===== src/verilog/nds_pkg.sv =====
package nds_pkg;

  // ----------------------------------------------------------------------
  // sizing
  // ----------------------------------------------------------------------
  localparam int unsigned N_SAME = 4;  // nodes of the observer's kind
  localparam int unsigned N_OPP  = 3;  // nodes of the opposite kind
  localparam int unsigned SEL_W  = 3;  // index width for either kind

  // ----------------------------------------------------------------------
  // reset values
  // ----------------------------------------------------------------------
  localparam logic [N_SAME-1:0]       RST_SAME = '0;  // nothing accused/convicted
  localparam logic [N_OPP-1:0]        RST_OPP  = '0;
  localparam logic [N_SAME*N_OPP-1:0] RST_SUSP = '0;  // no suspicions

  // ----------------------------------------------------------------------
  // major modes
  // ----------------------------------------------------------------------
  typedef enum logic [2:0] {
    NDS_MODE_IDLE,
    NDS_MODE_PRESERVE,
    NDS_MODE_JOIN,
    NDS_MODE_DETECT,
    NDS_MODE_INIT,
    NDS_MODE_SELFTEST
  } nds_mode_t;

endpackage


===== src/verilog/nds_diag_state.sv =====
`timescale 1ns/10ps
module nds_diag_state (
  // clock and reset
  input  wire logic                                 sys_clk,
  input  wire logic                                 rstn,
  // mode control, same-clock strobes
  input  wire nds_pkg::nds_mode_t                   mode,
  input  wire logic                                 mode_entry,
  input  wire logic                                 cd_start,
  input  wire logic                                 cd_end,
  input  wire logic                                 interval_end,
  // conviction update from collective diagnosis
  input  wire logic [nds_pkg::N_SAME-1:0]           conv_same_in,
  input  wire logic [nds_pkg::N_OPP-1:0]            conv_opp_in,
  // direct blame, one pulse per error
  input  wire logic [nds_pkg::N_SAME-1:0]           blame_same,
  input  wire logic [nds_pkg::N_OPP-1:0]            blame_opp,
  // relayed-path error report
  input  wire logic                                 relay_err,
  input  wire logic [nds_pkg::SEL_W-1:0]            relay_src,
  input  wire logic [nds_pkg::SEL_W-1:0]            relay_mid,
  input  wire logic                                 relay_pinned,
  // state outputs
  output logic [nds_pkg::N_SAME-1:0]                acc_same_eff,
  output logic [nds_pkg::N_OPP-1:0]                 acc_opp_eff,
  output logic [nds_pkg::N_SAME-1:0]                acc_same_submit,
  output logic [nds_pkg::N_OPP-1:0]                 acc_opp_submit,
  output logic [nds_pkg::N_SAME-1:0]                conv_same,
  output logic [nds_pkg::N_OPP-1:0]                 conv_opp,
  output logic [nds_pkg::N_SAME-1:0]                trust_same,
  output logic [nds_pkg::N_OPP-1:0]                 trust_opp,
  output logic [nds_pkg::N_SAME*nds_pkg::N_OPP-1:0] susp,
  output logic                                      cd_active
);

  // ----------------------------------------------------------------------
  // state
  // ----------------------------------------------------------------------
  logic [nds_pkg::N_SAME-1:0]           acc_same_r, acc_same_nxt;   // current interval
  logic [nds_pkg::N_OPP-1:0]            acc_opp_r,  acc_opp_nxt;
  logic [nds_pkg::N_SAME-1:0]           sav_same_r, sav_same_nxt;   // saved copy
  logic [nds_pkg::N_OPP-1:0]            sav_opp_r,  sav_opp_nxt;
  logic [nds_pkg::N_SAME-1:0]           conv_same_r, conv_same_nxt; // convictions
  logic [nds_pkg::N_OPP-1:0]            conv_opp_r,  conv_opp_nxt;
  logic [nds_pkg::N_SAME*nds_pkg::N_OPP-1:0] susp_r, susp_nxt;      // matrix
  logic                                 cd_r, cd_nxt;                // diagnosis running
  logic [nds_pkg::N_SAME-1:0]           eff_same_r, eff_same_nxt;
  logic [nds_pkg::N_OPP-1:0]            eff_opp_r,  eff_opp_nxt;
  logic [nds_pkg::N_SAME-1:0]           sub_same_r, sub_same_nxt;
  logic [nds_pkg::N_OPP-1:0]            sub_opp_r,  sub_opp_nxt;
  logic [nds_pkg::N_SAME-1:0]           tr_same_r,  tr_same_nxt;
  logic [nds_pkg::N_OPP-1:0]            tr_opp_r,   tr_opp_nxt;

  // ----------------------------------------------------------------------
  // gathering gate and suspicion hit map
  // ----------------------------------------------------------------------
  logic                                      gather;   // findings may be recorded
  logic                                      clr_all;  // detect/init entry
  logic [nds_pkg::N_SAME*nds_pkg::N_OPP-1:0] susp_hit; // one-hot suspicion cell

  // self-test records nothing about other nodes
  assign gather  = (mode != nds_pkg::NDS_MODE_SELFTEST) &&
                   (mode != nds_pkg::NDS_MODE_IDLE);
  // detect and init start from a clean slate
  assign clr_all = mode_entry && ((mode == nds_pkg::NDS_MODE_DETECT) ||
                                  (mode == nds_pkg::NDS_MODE_INIT));

  // one cell per same-kind source and opposite-kind relay pair
  genvar gi;
  generate
    for (gi = 0; gi < nds_pkg::N_SAME*nds_pkg::N_OPP; gi++) begin : g_cell
      // a single unpinned relayed error is enough to mark the cell
      assign susp_hit[gi] = gather && relay_err && !relay_pinned &&
                            (relay_src == nds_pkg::SEL_W'(gi / nds_pkg::N_OPP)) &&
                            (relay_mid == nds_pkg::SEL_W'(gi % nds_pkg::N_OPP));
    end
  endgenerate

  // ----------------------------------------------------------------------
  // next-state logic
  // ----------------------------------------------------------------------
  always_comb begin
    acc_same_nxt  = acc_same_r;
    acc_opp_nxt   = acc_opp_r;
    sav_same_nxt  = sav_same_r;
    sav_opp_nxt   = sav_opp_r;
    conv_same_nxt = conv_same_r;
    conv_opp_nxt  = conv_opp_r;
    susp_nxt      = susp_r;
    cd_nxt        = cd_r;
    sub_same_nxt  = sub_same_r;
    sub_opp_nxt   = sub_opp_r;
    // interval clears; blame and suspicions raised the same cycle survive
    if (clr_all) begin
      acc_same_nxt  = nds_pkg::RST_SAME;
      acc_opp_nxt   = nds_pkg::RST_OPP;
      sav_same_nxt  = nds_pkg::RST_SAME;
      sav_opp_nxt   = nds_pkg::RST_OPP;
      conv_same_nxt = nds_pkg::RST_SAME;
      conv_opp_nxt  = nds_pkg::RST_OPP;
      susp_nxt      = nds_pkg::RST_SUSP;
      cd_nxt        = 1'b0;
    end else if (cd_start && gather) begin
      // save the finished interval and submit it
      sav_same_nxt  = acc_same_r;
      sav_opp_nxt   = acc_opp_r;
      sub_same_nxt  = acc_same_r;
      sub_opp_nxt   = acc_opp_r;
      acc_same_nxt  = nds_pkg::RST_SAME;
      acc_opp_nxt   = nds_pkg::RST_OPP;
      susp_nxt      = nds_pkg::RST_SUSP;
      cd_nxt        = 1'b1;
    end else if (interval_end) begin
      // local interval over outside of diagnosis start
      acc_same_nxt  = nds_pkg::RST_SAME;
      acc_opp_nxt   = nds_pkg::RST_OPP;
      susp_nxt      = nds_pkg::RST_SUSP;
    end
    // diagnosis end: load convictions, forget saved copy
    if (cd_end && cd_r && !clr_all) begin
      conv_same_nxt = conv_same_in;
      conv_opp_nxt  = conv_opp_in;
      sav_same_nxt  = nds_pkg::RST_SAME;
      sav_opp_nxt   = nds_pkg::RST_OPP;
      cd_nxt        = 1'b0;
    end
    // direct blame: while gathering (preserve, join, detect, init) errors with others are blamed on them
    if (gather) begin
      acc_same_nxt = acc_same_nxt | blame_same;
      acc_opp_nxt  = acc_opp_nxt | blame_opp;
    end
    // relayed ambiguity only touches the matrix, never accusations
    susp_nxt = susp_nxt | susp_hit;
  end

  // effective accusations and trust, from the next state
  always_comb begin
    eff_same_nxt = acc_same_nxt | (cd_nxt ? sav_same_nxt : nds_pkg::RST_SAME);
    eff_opp_nxt  = acc_opp_nxt | (cd_nxt ? sav_opp_nxt : nds_pkg::RST_OPP);
    tr_same_nxt  = ~(eff_same_nxt | conv_same_nxt);
    tr_opp_nxt   = ~(eff_opp_nxt | conv_opp_nxt);
  end

  // ----------------------------------------------------------------------
  // registers; join/preserve share the same path
  // ----------------------------------------------------------------------
  always_ff @(posedge sys_clk or negedge rstn) begin
    if (!rstn) begin
      acc_same_r  <= nds_pkg::RST_SAME;
      acc_opp_r   <= nds_pkg::RST_OPP;
      sav_same_r  <= nds_pkg::RST_SAME;
      sav_opp_r   <= nds_pkg::RST_OPP;
      conv_same_r <= nds_pkg::RST_SAME;
      conv_opp_r  <= nds_pkg::RST_OPP;
      susp_r      <= nds_pkg::RST_SUSP;
      cd_r        <= 1'b0;
      eff_same_r  <= nds_pkg::RST_SAME;
      eff_opp_r   <= nds_pkg::RST_OPP;
      sub_same_r  <= nds_pkg::RST_SAME;
      sub_opp_r   <= nds_pkg::RST_OPP;
      tr_same_r   <= ~nds_pkg::RST_SAME;
      tr_opp_r    <= ~nds_pkg::RST_OPP;
    end else begin
      acc_same_r  <= acc_same_nxt;
      acc_opp_r   <= acc_opp_nxt;
      sav_same_r  <= sav_same_nxt;
      sav_opp_r   <= sav_opp_nxt;
      conv_same_r <= conv_same_nxt;
      conv_opp_r  <= conv_opp_nxt;
      susp_r      <= susp_nxt;
      cd_r        <= cd_nxt;
      eff_same_r  <= eff_same_nxt;
      eff_opp_r   <= eff_opp_nxt;
      sub_same_r  <= sub_same_nxt;
      sub_opp_r   <= sub_opp_nxt;
      tr_same_r   <= tr_same_nxt;
      tr_opp_r    <= tr_opp_nxt;
    end
  end

  // outputs straight from flops
  assign acc_same_eff    = eff_same_r;
  assign acc_opp_eff     = eff_opp_r;
  assign acc_same_submit = sub_same_r;
  assign acc_opp_submit  = sub_opp_r;
  assign conv_same       = conv_same_r;
  assign conv_opp        = conv_opp_r;
  assign trust_same      = tr_same_r;
  assign trust_opp       = tr_opp_r;
  assign susp            = susp_r;
  assign cd_active       = cd_r;

  // ----------------------------------------------------------------------
  // checks
  // ----------------------------------------------------------------------
  // convictions move only on an accepted diagnosis end or a wipe
  AST_CONV_HOLD: assert property (@(posedge sys_clk) disable iff (!rstn)
    !(cd_end && cd_r) && !clr_all |=> $stable(conv_same_r) && $stable(conv_opp_r))
    else $error("convictions changed outside update");
  // accepted end loads the agreed convictions of both kinds
  AST_CONV_LOAD: assert property (@(posedge sys_clk) disable iff (!rstn)
    cd_end && cd_r && !clr_all |=> conv_same_r == $past(conv_same_in))
    else $error("conviction update not loaded");
  AST_CONV_LOAD_OPP: assert property (@(posedge sys_clk) disable iff (!rstn)
    cd_end && cd_r && !clr_all |=> conv_opp_r == $past(conv_opp_in))
    else $error("opposite conviction update not loaded");
  // accepted start hands the finished interval to the far side
  AST_SUBMIT: assert property (@(posedge sys_clk) disable iff (!rstn)
    cd_start && gather && !clr_all |=>
      sub_same_r == $past(acc_same_r) && sub_opp_r == $past(acc_opp_r))
    else $error("accusations not submitted at start");
  // submitted copy stands until the next accepted start
  AST_SUBMIT_HOLD: assert property (@(posedge sys_clk) disable iff (!rstn)
    !(cd_start && gather) |=> $stable(sub_same_r) && $stable(sub_opp_r))
    else $error("submitted accusations changed without start");
  // start keeps a copy of the finished interval and runs diagnosis
  AST_START_SAVE: assert property (@(posedge sys_clk) disable iff (!rstn)
    cd_start && gather && !clr_all && !cd_end |=> sav_same_r == $past(acc_same_r) && cd_r)
    else $error("accusations not saved at start");
  // start leaves only the blame raised in the same cycle
  AST_START_CLR: assert property (@(posedge sys_clk) disable iff (!rstn)
    cd_start && gather && !clr_all |=>
      ((acc_same_r & ~$past(blame_same)) == '0) && ((acc_opp_r & ~$past(blame_opp)) == '0))
    else $error("accusations not cleared at start");
  // start restarts the matrix, keeping same-cycle suspicions
  AST_START_SUSP: assert property (@(posedge sys_clk) disable iff (!rstn)
    cd_start && gather && !clr_all |=> susp_r == $past(susp_hit))
    else $error("suspicions not cleared at start");
  // effective accusation during diagnosis is saved or new, both kinds
  AST_EFF_OR: assert property (@(posedge sys_clk) disable iff (!rstn)
    cd_r |=> eff_same_r == (acc_same_r | sav_same_r))
    else $error("effective accusation not merged");
  AST_EFF_OR_OPP: assert property (@(posedge sys_clk) disable iff (!rstn)
    cd_r |=> eff_opp_r == (acc_opp_r | sav_opp_r))
    else $error("effective opposite accusation not merged");
  // outside diagnosis only the current interval counts
  AST_EFF_LOCAL: assert property (@(posedge sys_clk) disable iff (!rstn)
    !cd_r |-> eff_same_r == acc_same_r && eff_opp_r == acc_opp_r)
    else $error("saved accusations used outside diagnosis");
  // end forgets the saved copy and stops diagnosis
  AST_DROP: assert property (@(posedge sys_clk) disable iff (!rstn)
    cd_end && cd_r |=> sav_same_r == nds_pkg::RST_SAME && !cd_r)
    else $error("saved accusations kept after end");
  AST_DROP_OPP: assert property (@(posedge sys_clk) disable iff (!rstn)
    cd_end && cd_r |=> sav_opp_r == nds_pkg::RST_OPP)
    else $error("saved opposite accusations kept after end");
  // detect/init entry wipes convictions
  AST_ENTRY_CLR: assert property (@(posedge sys_clk) disable iff (!rstn)
    clr_all |=> conv_same_r == nds_pkg::RST_SAME && conv_opp_r == nds_pkg::RST_OPP)
    else $error("convictions not cleared on entry");
  // detect/init entry wipes accusations, keeping same-cycle blame
  AST_ENTRY_ACC: assert property (@(posedge sys_clk) disable iff (!rstn)
    clr_all |=>
      ((acc_same_r & ~$past(blame_same)) == '0) && ((acc_opp_r & ~$past(blame_opp)) == '0))
    else $error("accusations not cleared on entry");
  // detect/init entry drops the saved copy, suspicions and diagnosis
  AST_ENTRY_SAV: assert property (@(posedge sys_clk) disable iff (!rstn)
    clr_all |=> sav_same_r == nds_pkg::RST_SAME && sav_opp_r == nds_pkg::RST_OPP &&
      !cd_r && susp_r == $past(susp_hit))
    else $error("diagnostic state kept on entry");
  // self-test gathers nothing about others
  AST_SELFTEST: assert property (@(posedge sys_clk) disable iff (!rstn)
    mode == nds_pkg::NDS_MODE_SELFTEST && !clr_all && !cd_end |=>
      ((acc_same_r & ~$past(acc_same_r)) == '0) && ((susp_r & ~$past(susp_r)) == '0))
    else $error("finding recorded in self-test");
  // idle and self-test never add an opposite accusation or suspicion
  AST_QUIET: assert property (@(posedge sys_clk) disable iff (!rstn)
    !gather |=> ((acc_opp_r & ~$past(acc_opp_r)) == '0) && ((susp_r & ~$past(susp_r)) == '0))
    else $error("finding recorded while not gathering");
  // blame always lands while gathering, even over a clear
  AST_BLAME: assert property (@(posedge sys_clk) disable iff (!rstn)
    gather |=> (($past(blame_same) & ~acc_same_r) == '0) &&
      (($past(blame_opp) & ~acc_opp_r) == '0))
    else $error("blame not recorded");
  // single unpinned error sets cell 0
  AST_SUSP_SET: assert property (@(posedge sys_clk) disable iff (!rstn)
    gather && relay_err && !relay_pinned && relay_src == '0 && relay_mid == '0 |=> susp_r[0])
    else $error("suspicion cell not set");
  // row 1, column 2 lands in cell 5
  AST_SUSP_CELL: assert property (@(posedge sys_clk) disable iff (!rstn)
    gather && relay_err && !relay_pinned && relay_src == 3'h1 && relay_mid == 3'h2 |=> susp_r[5])
    else $error("suspicion cell for row 1 column 2 not set");
  // a pinned culprit raises no suspicion
  AST_PINNED: assert property (@(posedge sys_clk) disable iff (!rstn)
    relay_pinned |=> ((susp_r & ~$past(susp_r)) == '0))
    else $error("suspicion raised although pinned");
  // no relayed error, no new suspicion
  AST_SUSP_ONLY: assert property (@(posedge sys_clk) disable iff (!rstn)
    !relay_err |=> ((susp_r & ~$past(susp_r)) == '0))
    else $error("suspicion raised without relayed error");
  // a relayed error alone accuses nobody
  AST_NO_ACCUSE: assert property (@(posedge sys_clk) disable iff (!rstn)
    blame_same == '0 && blame_opp == '0 |=>
      ((acc_same_r & ~$past(acc_same_r)) == '0) && ((acc_opp_r & ~$past(acc_opp_r)) == '0))
    else $error("accusation raised without blame");
  // interval end restarts accusations and suspicions
  AST_INTERVAL: assert property (@(posedge sys_clk) disable iff (!rstn)
    interval_end && !clr_all && !(cd_start && gather) |=>
      ((acc_same_r & ~$past(blame_same)) == '0) && ((susp_r & ~$past(susp_hit)) == '0))
    else $error("interval end did not clear");
  // trust is neither accused nor convicted, both kinds
  AST_TRUST: assert property (@(posedge sys_clk) disable iff (!rstn)
    tr_same_r == ~(eff_same_r | conv_same_r))
    else $error("trust disagrees with accusation and conviction");
  AST_TRUST_OPP: assert property (@(posedge sys_clk) disable iff (!rstn)
    tr_opp_r == ~(eff_opp_r | conv_opp_r))
    else $error("opposite trust disagrees with accusation and conviction");

endmodule


===== config.mk =====
export PLATFORM = sky130hd
export DESIGN_NAME = nds_diag_state
export DESIGN_NICKNAME = d
export VERILOG_FILES = /design/src/verilog/nds_pkg.sv /design/src/verilog/nds_diag_state.sv
export SDC_FILE = /design/constraint.sdc
export NUM_CORES = 1
export LEC_CHECK = 0
export ABC_CLOCK_PERIOD_IN_PS = 1800
export BUFFER_PORTS_ARGS = -buffer_cell sky130_fd_sc_hd__buf_2
export CAP_MARGIN = 10
export CORE_AREA = 2 2 67 94
export DETAILED_ROUTE_END_ITERATION = 7
export DIE_AREA = 0 0 69 96
export SKIP_LAST_GASP = 1
export SYNTH_ARGS = -nofsm -noshare
export SYNTH_HDL_FRONTEND = slang
export SYNTH_SLANG_ARGS = --single-unit

===== constraint.sdc =====
create_clock -name sys_clk -period 1.8 [get_ports sys_clk]
set_input_delay 0.45 -clock sys_clk [delete_from_list [all_inputs] [get_ports sys_clk]]
set_output_delay 0.45 -clock sys_clk [all_outputs]
set_load 0.005 [all_outputs]

==> metrics.yaml, run 1 <==
outcome:
  status: "completed"
critical_path:
  critPathMaxFanout: 11
  r2r_cells: 6
  cp-end-kind: "flip-flop"
  timing.rr.start: "cd_active"
  rrSetupSlack_ns: 0.29
  r2r_end: "trust_same[3]"
  cp.required_ns: 2.04
  start_kind: "primary input"
  worstPathArrival_ns: 1.82
  crit_type: "primary input to flip-flop"
power:
  ir_worst_vdd_uv: 505.4
  p_leak_nw: 1.454
  p_per_area_mw_per_mm2: 994.3
  total_power_w: 0.002895
cts:
  cts-root-buf: "clkbuf_8"
  cts.path.max_buffers: 2
  cts_setup_buffers: 0
  cts_tree: "done"
  clock_latency_ns: 0.31
  clock_sinks: 55
  cts_hold_buffers: 0
  numCtsBuffers: 5
  h-tree-depth: 2
  cts_resized: 0
  path_clk_slew_ns: 0.09
final_layout:
  stdcell_count: 337
  num-nets-final: 297
  final_area_mm2: 0.002912
  syn2layout_area_growth_pct: 30.80
  utilization_pct: 50.37
  antenna_cells: 0
  drive_gt1_share_pct: 45.69
synthesis:
  async_flop_share_pct: 100.0
  synth_compound_area_share_pct: 17.99
  synth_flop_cell: "dfrtp_1"
  ys_seq_area_share_pct: 62.23
  synth_xor_xnor_area_share_pct: 0
  mappedNetlistArea_mm2: 0.002226
  synth_mux_area_share_pct: 3.541
  synth.ff_latch_count: 55
  synthCells: 176
  synth_adder_area_share_pct: 0
  synth-simple-area-share_pct: 12.25
  synth_top_family_by_area: "compound AO/OA/AOI/OAI gates"
  yosysUniqueCellTypes: 36
  synth.avg_cell_area_um2: 12.65
  ys_warn_count: 0
  syn_nets: 207
  synth_edf_count: 0
grt:
  grt_usage_pct: 15.16
  grt_max_degree: 41
  grt_pass1_vias: 1639
  overflow: 0
  antenna_found_initial: 0
  grt_pass1_wl_um: 7693
drt:
  post-route-drc-count: 0
  viasPerCell: 5.033
  vias: 1696
  first_pass_iters: 4
  drt.antenna.violating_nets: 0
  routedWlPerCell_um: 14.16
  drt_iter0_drc: 49
  totalWireLength_um: 4771
flow_run:
  drv_cap: 0
sta:
  skew_ns: 0.003679
  hold_viol_final: 0
  post-route-period-util_pct: 87.36
  setup_slack_ns: 0.2274
  rsz0062_at_grt: "no"
  fmax_ghz: 0.6359
  fin_crit_ns: 1.573
  setup_viol: 0
  drv_slew: 0
  max_slew_margin_pct: 61.58
  worst_pin_slew_ns: 0.5763
place:
  gp_congestion: 0.7596
  dpl_cell_area_mm2: 0.002799
  placed_cells: 329
  dp_slack_ns: -0.1494
  dp_hpwl_um: 3611
  portBuffers: 71
floorplan:
  row_count: 33
  start_util_pct: 38.51
  ios: 72
  dieArea_mm2: 0.006624
  fp.dieW_um: 69
  die_h_um: 96
  core_mm2: 0.005781
hold_path:
  hold_class: "primary input to asynchronous set/reset pin"
synth_stat cells (3+ instances only):
library cell,number,area share [%]
a22o_1,7,2.8
buf_6,3,1.5
nand2_1,16,2.7
o21ai_0,9,2.0
o31ai_1,6,2.0
nor2_1,19,3.2
dfrtp_1,48,54
buf_2,3,0.67
mux2_2,7,3.5
dfstp_2,7,8.3
inv_1,7,1.2
a32oi_1,14,5.5
state kept, by name, indices dropped and copies added, names as in the netlist, 4 cells and up:
register / flops
trust_same: 4
acc_same_r: 4
susp: 12
acc_same_eff: 4
sav_same_r: 4
conv_same: 4
acc_same_submit: 4
worst max-delay path by stage:
| stage | start | endpoint | slack, ns | depth (start not counted) |
|---|---|---|---|---|
| after floorplan | mode[1] | susp[1] | 0.05 | 6 |
| after global placement | mode[2] | trust_opp[0] | -0.06 | 7 |
| after detailed placement | mode[2] | trust_same[3] | -0.15 | 7 |
| after CTS | mode[2] | trust_same[3] | 0.19 | 7 |
| after global routing | mode[2] | trust_same[3] | 0.07 | 7 |
| final | mode[2] | trust_same[1] | 0.23 | 7 |
report_power, final:
part / switching, W / total (W) / internal (W)
sequential: 0.0000791 / 0.00151 / 0.00143
clock: 0.000398 / 0.000812 / 0.000414
combinational: 0.000281 / 0.000575 / 0.000293
total: 0.000758 / 0.00290 / 0.00214
layer usage:
layer	global-route usage (%)	wire, um	vias to the layer above
met5	0	0	-
met4	6.373	87	0
met3	5.026	300	9
met2	25.24	2411	52
met1	18.15	1973	811
li1	-	-	824
worst max-delay path, cell delays in order:
cell     delay [ns]
buf_2          0.12
buf_4          0.13
nor3b_1        0.28
o311a_4        0.30
a32oi_1        0.09
o31ai_1        0.36
nor2_1         0.07
layout make-up:
class | instances | area [um2]
flip-flops and latches | 55 | 1385
repair buffers | 90 | 548.0
clock inverters | 3 | 43.79
well taps | 70 | 87.58
clock buffers | 5 | 68.82
fillers | 541 | 2869
inverters | 7 | 26.28
multi-input cells | 107 | 752.0
cells by family (layout without fill, tap and decap cells):
| group | Yosys count | in the layout |
|---|---|---|
| DFF | 55 | 55 |
| buffers and inverters | 14 | 105 |
| muxes | 7 | 7 |
| AOI/OAI and AO/OA | 47 | 47 |
| and+or+nand+nor | 53 | 53 |
cells in the final DEF, fill, tap and decap left out, types with 2 or more instances in the layout:
master    Yosys  layout
dfrtp_1      48      48
inv_1         7       7
mux2_2        7       7
nand2_1      16      16
o31ai_1       6       6
nor2b_4       2       2
buf_12        0       4
buf_4         0      15
o21ai_0       9       9
or3_1         2       2
nor3_1        2       2
or2_1         2       2
a32oi_1      14      14
clkbuf_8      1       5
buf_2         3      71
a21oi_1       2       2
a22o_1        7       7
nor2_1       19      19
dfstp_2       7       7
a32o_2        2       2
through the flow:
step                hold WS (ns)  TNS, ns
global placement          0.3883  -0.7463
CTS                      0.04166        0
detailed placement        0.3863   -2.004
global route             0.05419        0
finish                   0.03951        0
floorplan                 0.1544        0
No activity file was read; power rests on OpenSTA's default activity.
==> inputs of run 2 (changes only) <==
- ABC_AREA: unset -> 1
- CORE_AREA: 2 2 67 94 -> 2 2 70 98
- CTS_CLUSTER_SIZE: unset -> 16
- DIE_AREA: 0 0 69 96 -> 0 0 72 100
==> metrics.yaml, run 2 <==
outcome:
  status: "completed"
critical_path:
  cp-end-kind: "flip-flop"
  cpMostUsedCell: "nand2_1"
  worstPathArrival_ns: 1.64
  start_kind: "primary input"
  critPathMaxStageDelay_ns: 0.36
  cp.required_ns: 2.02
  crit_slowest_cell: "nor2_2"
  crit_chain: "buf_2 > inv_2 > nand3_1 > nand2_2 > nand2_4 > nand2_1 > nor2_2 > nand2_1 > o21ai_0"
  critPathMaxFanout: 21
  rrSetupSlack_ns: 0.48
  crit_type: "primary input to flip-flop"
cts:
  clock_latency_ns: 0.30
  cts_setup_buffers: 0
  cts.path.max_buffers: 2
  cts-root-buf: "clkbuf_8"
  path_clk_slew_ns: 0.09
  clock_sinks: 55
  cts_resized: 0
  cts_hold_buffers: 0
  cts_tree: "done"
  numCtsBuffers: 5
  h-tree-depth: 2
grt:
  top_usage_layer: "met2"
  grt_max_degree: 56
  overflow: 0
  grt_use_met1_pct: 21.06
  grt_usage_pct: 16.62
  grt_pass1_wl_um: 9349
  use_met2_pct: 28.85
  antenna_found_initial: 0
  grt_pass1_vias: 2001
  globalRouteMet3Util_pct: 2.510
sta:
  skew_ns: 0.006090
  rsz0062_at_grt: "no"
  drv_slew: 0
  setup_viol: 0
  worst_pin_slew_ns: 0.4413
  setup_tns_ns: 0
  whs_ns: 0.1239
  hold_viol_final: 0
  fin_crit_ns: 1.420
  max_slew_margin_pct: 70.55
  post-route-period-util_pct: 78.87
  fmax_ghz: 0.7044
place:
  dp_hpwl_um: 4047
  placed_cells: 399
  gp_congestion: 0.7639
  portBuffers: 71
floorplan:
  fp.dieW_um: 72
  dieArea_mm2: 0.007200
  row_count: 35
  die_h_um: 100
  ios: 72
  start_util_pct: 38.04
  core_mm2: 0.006437
final_layout:
  num-nets-final: 363
  largest_register_ffs: 12
  multi_input_area_um2: 840.8
  ff_latch_area_mm2: 0.001385
  final_cell_mix: "71 x buf_2, 62 x nand2_1, 48 x dfrtp_1"
  layout_commonest_cell: "buf_2"
  syn2layout_area_growth_pct: 19.52
  antenna_cells: 0
  stdcell_count: 407
  fillers: 665
  drive_gt1_share_pct: 34.53
drt:
  drt.antenna.violating_nets: 0
  post-route-drc-count: 0
  drt_iter0_drc: 83
  viasPerCell: 4.840
  routedWlPerCell_um: 13.58
  first_pass_iters: 4
  vias: 1970
  totalWireLength_um: 5528
synthesis:
  synth_flop_cell: "dfrtp_1"
  mappedNetlistArea_mm2: 0.002449
  synth_top_area_share_pct: 49.05
  synth.most_common_cell: "nand2_1"
  syn_nets: 291
  netlist_top_cells_count: "62 x nand2_1, 48 x dfrtp_1, 30 x inv_1"
  synth_edf_count: 0
  synthCells: 260
  yosys-top-cells-area: "dfrtp_1 49%, nand2_1 9.5%, dfstp_2 7.5%"
  yosysUniqueCellTypes: 22
  synth_largest_area_cell: "dfrtp_1"
  ys_warn_count: 0
  async_flop_share_pct: 100.0
  ys_seq_area_share_pct: 56.57
  synth.ff_latch_count: 55
  synth.avg_cell_area_um2: 9.418
flow_run:
  drv_cap: 0
power:
  ir_worst_vdd_uv: 352.3
  total_power_w: 0.002746
  p_per_area_mw_per_mm2: 938.2
  p_leak_nw: 1.593
hold_path:
  hold_class: "primary input to asynchronous set/reset pin"
[run 2: cell count changes after synthesis, moves of 10 or more]
cell,delta
nand2_1,+46
nand4_1,+16
inv_1,+23
nand3_1,+18
a32oi_1,-14
o21ai_1,+10
[run 2: cell families (layout without fill, tap and decap cells)]
logic type / after synthesis / in the layout / share of synthesized area (%)
AO/OA/AOI/OAI: 26 / 26 / 6.387
flip-flops: 55 / 55 / 56.57
buffers and inverters: 43 / 116 / 9.095
AND/OR/NAND/NOR: 136 / 136 / 27.95
[run 2: cell type report]
type                    count  area share [%]
well taps                  74           3.164
flip-flops and latches     55           47.33
multi-input cells         162           28.73
inverters                  32           4.190
repair buffers             76           13.85
clock buffers               8           2.736
[run 2: power breakdown]
group          switching (W)  internal, W
combinational       0.000351     0.000238
clock               0.000380     0.000278
sequential         0.0000698      0.00143
total               0.000801      0.00194
[run 2: critical path, delay by kind of cell]
kind / cells / cell delay [ns]
and+or+nand+nor: 6 / 0.91
AOI/OAI and AO/OA: 1 / 0.10
buffers and inverters: 2 / 0.17
[run 2: stage by stage]
stage          cell area [um2]  setup WS, ns  util (%)
2_1_floorplan             2449        0.4768         -
3_3_place_gp              2846       0.09824     44.22
3_5_place_dp              2846       0.04629     44.22
4_1_cts                   2927        0.3692     45.46
5_1_grt                   2927        0.1855     45.46
6_report                  2927        0.3803     45.46
[run 2: final timing paths]
kind                                 endpoint             from  cells after the start
worst min-delay path             conv_same[1]             rstn                      2
worst min register to register        susp[1]          susp[1]                      2
min in group sys_clk             conv_same[3]  conv_same_in[3]                      3
max in group asynchronous        trust_opp[2]             rstn                      2
worst max-delay path                  susp[3]          mode[0]                      9
worst max register to register  trust_same[1]        cd_active                      7
[run 2: per-layer routing]
layer / vias up / part of all wire, %
li1: 969 / -
met1: 945 / 41
met2: 47 / 53
met3: 9 / 3.8
met4: 0 / 1.6
met5: - / 0
==> inputs of run 3 (changes only) <==
- ABC_AREA: 1 -> 0
- ABC_CLOCK_PERIOD_IN_PS: 1800 -> 1400
- CORE_AREA: 2 2 70 98 -> 2 2 67 94
- DIE_AREA: 0 0 72 100 -> 0 0 69 96
- clock period: 1.8 -> 1.4 ns (I/O delays scaled with it)
==> metrics.yaml, run 3 (same netlist as run 1, synthesis figures left out) <==
final_layout:
  num-nets-final: 304
  drive_gt1_share_pct: 54.74
  layout_commonest_cell: "buf_2"
  utilization_pct: 54.46
  largest_register_ffs: 12
  syn2layout_area_growth_pct: 41.43
  antenna_cells: 0
  final_area_mm2: 0.003148
  final_cell_mix: "69 x buf_2, 48 x dfrtp_1, 19 x nor2_1"
critical_path:
  timing.rr.start: "cd_active"
  rrSetupSlack_ns: 0.01
  r2r_cells: 7
  r2r_end: "trust_same[2]"
  crit_type: "primary input to flip-flop"
  critical-path-top-delay-family: "compound AO/OA/AOI/OAI gates"
  worstPathArrival_ns: 1.70
  crit_slowest_cell: "o311a_2"
  start_kind: "primary input"
  critPathMaxFanout: 8
  crit_chain: "buf_4 > nor2b_4 > buf_4 > o311a_2 > a32oi_2 > o31ai_4 > nor2_1"
  cp-end-kind: "flip-flop"
  cpMostUsedCell: "buf_4"
  critPathMaxStageDelay_ns: 0.45
  cp.required_ns: 1.65
  critPathBufInv: 2
cts:
  cts-root-buf: "clkbuf_8"
  cts_tree: "done"
  h-tree-depth: 2
  path_clk_slew_ns: 0.09
  clock_latency_ns: 0.31
  cts_hold_buffers: 0
  numCtsBuffers: 5
  clock_sinks: 55
  cts.path.max_buffers: 2
sta:
  setup_viol: 6
  skew_ns: 0.006974
  fmax_ghz: 0.6874
  fin_crit_ns: 1.455
  setup_slack_ns: -0.05475
  hold_viol_final: 0
  max_slew_margin_pct: 72.91
  drv_slew: 0
  worst_pin_slew_ns: 0.4063
  post-route-period-util_pct: 103.9
  rsz0062_at_grt: "yes"
floorplan:
  start_util_pct: 38.51
  ios: 72
  dieArea_mm2: 0.006624
  core_mm2: 0.005781
  row_count: 33
  die_h_um: 96
  fp.dieW_um: 69
flow_run:
  drv_cap: 0
grt:
  grt_pass1_wl_um: 8245
  antenna_found_initial: 0
  grt_usage_pct: 16.03
  overflow: 0
  grt_max_degree: 56
  grt_pass1_vias: 1705
drt:
  vias: 1766
  routedWlPerCell_um: 15.06
  drt.antenna.violating_nets: 0
  first_pass_iters: 4
  drt_iter0_drc: 73
  totalWireLength_um: 5180
  viasPerCell: 5.134
  post-route-drc-count: 0
outcome:
  status: "finished, violations left"
  violations: "negative setup slack"
place:
  dpl_cell_area_mm2: 0.002867
  portBuffers: 71
  gp_congestion: 0.8050
  dp_hpwl_um: 3630
hold_path:
  hold_class: "primary input to asynchronous set/reset pin"
power:
  ir_worst_vdd_uv: 694.5
  p_leak_nw: 1.525
  p_per_area_mw_per_mm2: 1192
## run 3: changes by cell type in the layout (fill, tap and decap cells not counted), sizes merged, moves of 8 or more
cell,change
o21ai,-17
nand4,-17
a32oi,+15
nand2,-53
a22o,+8
inv,-25
buf,+20
nand3,-24
## run 3: layout make-up
type	instances	area, um2
fill	527	2633
sequential	55	1385
tap	70	87.58
multi-input combinational	108	915.9
clock buffer	8	100.1
inverter	7	26.28
timing repair buffer	96	633.1
## run 3: worst max-delay path by stage
| stage | cells past startpoint | slack [ns] | from | to |
|---|---|---|---|---|
| floorplan | 6 | -0.24 | mode[2] | susp[1] |
| global placement | 7 | -0.37 | mode[2] | trust_same[3] |
| detailed placement | 7 | -0.38 | mode[0] | trust_same[3] |
| CTS | 7 | -0.02 | cd_start | trust_same[0] |
| global route | 6 | -0.11 | cd_active | trust_same[3] |
| finish | 7 | -0.05 | mode[0] | trust_same[2] |
## run 3: power by group
group | switching (W) | internal, W | total, W | leakage, nW
registers | 0.000110 | 0.00184 | 0.00195 | 0.686
logic | 0.000420 | 0.000449 | 0.000869 | 0.787
clock network | 0.000485 | 0.000452 | 0.000937 | 0.0515
## run 3: metrics by stage
stage / hold slack (ns) / setup WS [ns] / power (W) / cells / TNS (ns)
after CTS: 0.02923 / -0.02456 / 0.003738 / 340 / -0.1848
after global routing: 0.03111 / -0.1078 / 0.003973 / 344 / -0.8124
after detailed placement: 0.3697 / -0.3827 / 0.002756 / 332 / -16.33
final: 0.01518 / -0.05475 / 0.003753 / 344 / -0.1535
after floorplan: 0.05441 / -0.2410 / 0.002320 / 176 / -2.041
after global placement: 0.3687 / -0.3708 / 0.002747 / 332 / -15.30
## run 3: what timing repair did
| action | CTS | global route |
|---|---|---|
| pin swaps | 2 | 0 |
| setup buffers | 0 | 3 |
| gates resized for setup | 11 | 18 |
| endpoints found under the setup margin | 29 | 29 |
| gates cloned | 0 | 1 |
## run 3: per-layer routing
metal  wire [um]  part of all wire [%]  global-route usage [%]  up-vias
li1            -                     -                       -      844
met1        2153                    42                   19.04      857
met2        2622                    51                   27.40       56
met3         307                   5.9                   4.817        9
met4          97                   1.9                   6.373        0
met5           0                     0                       0        -
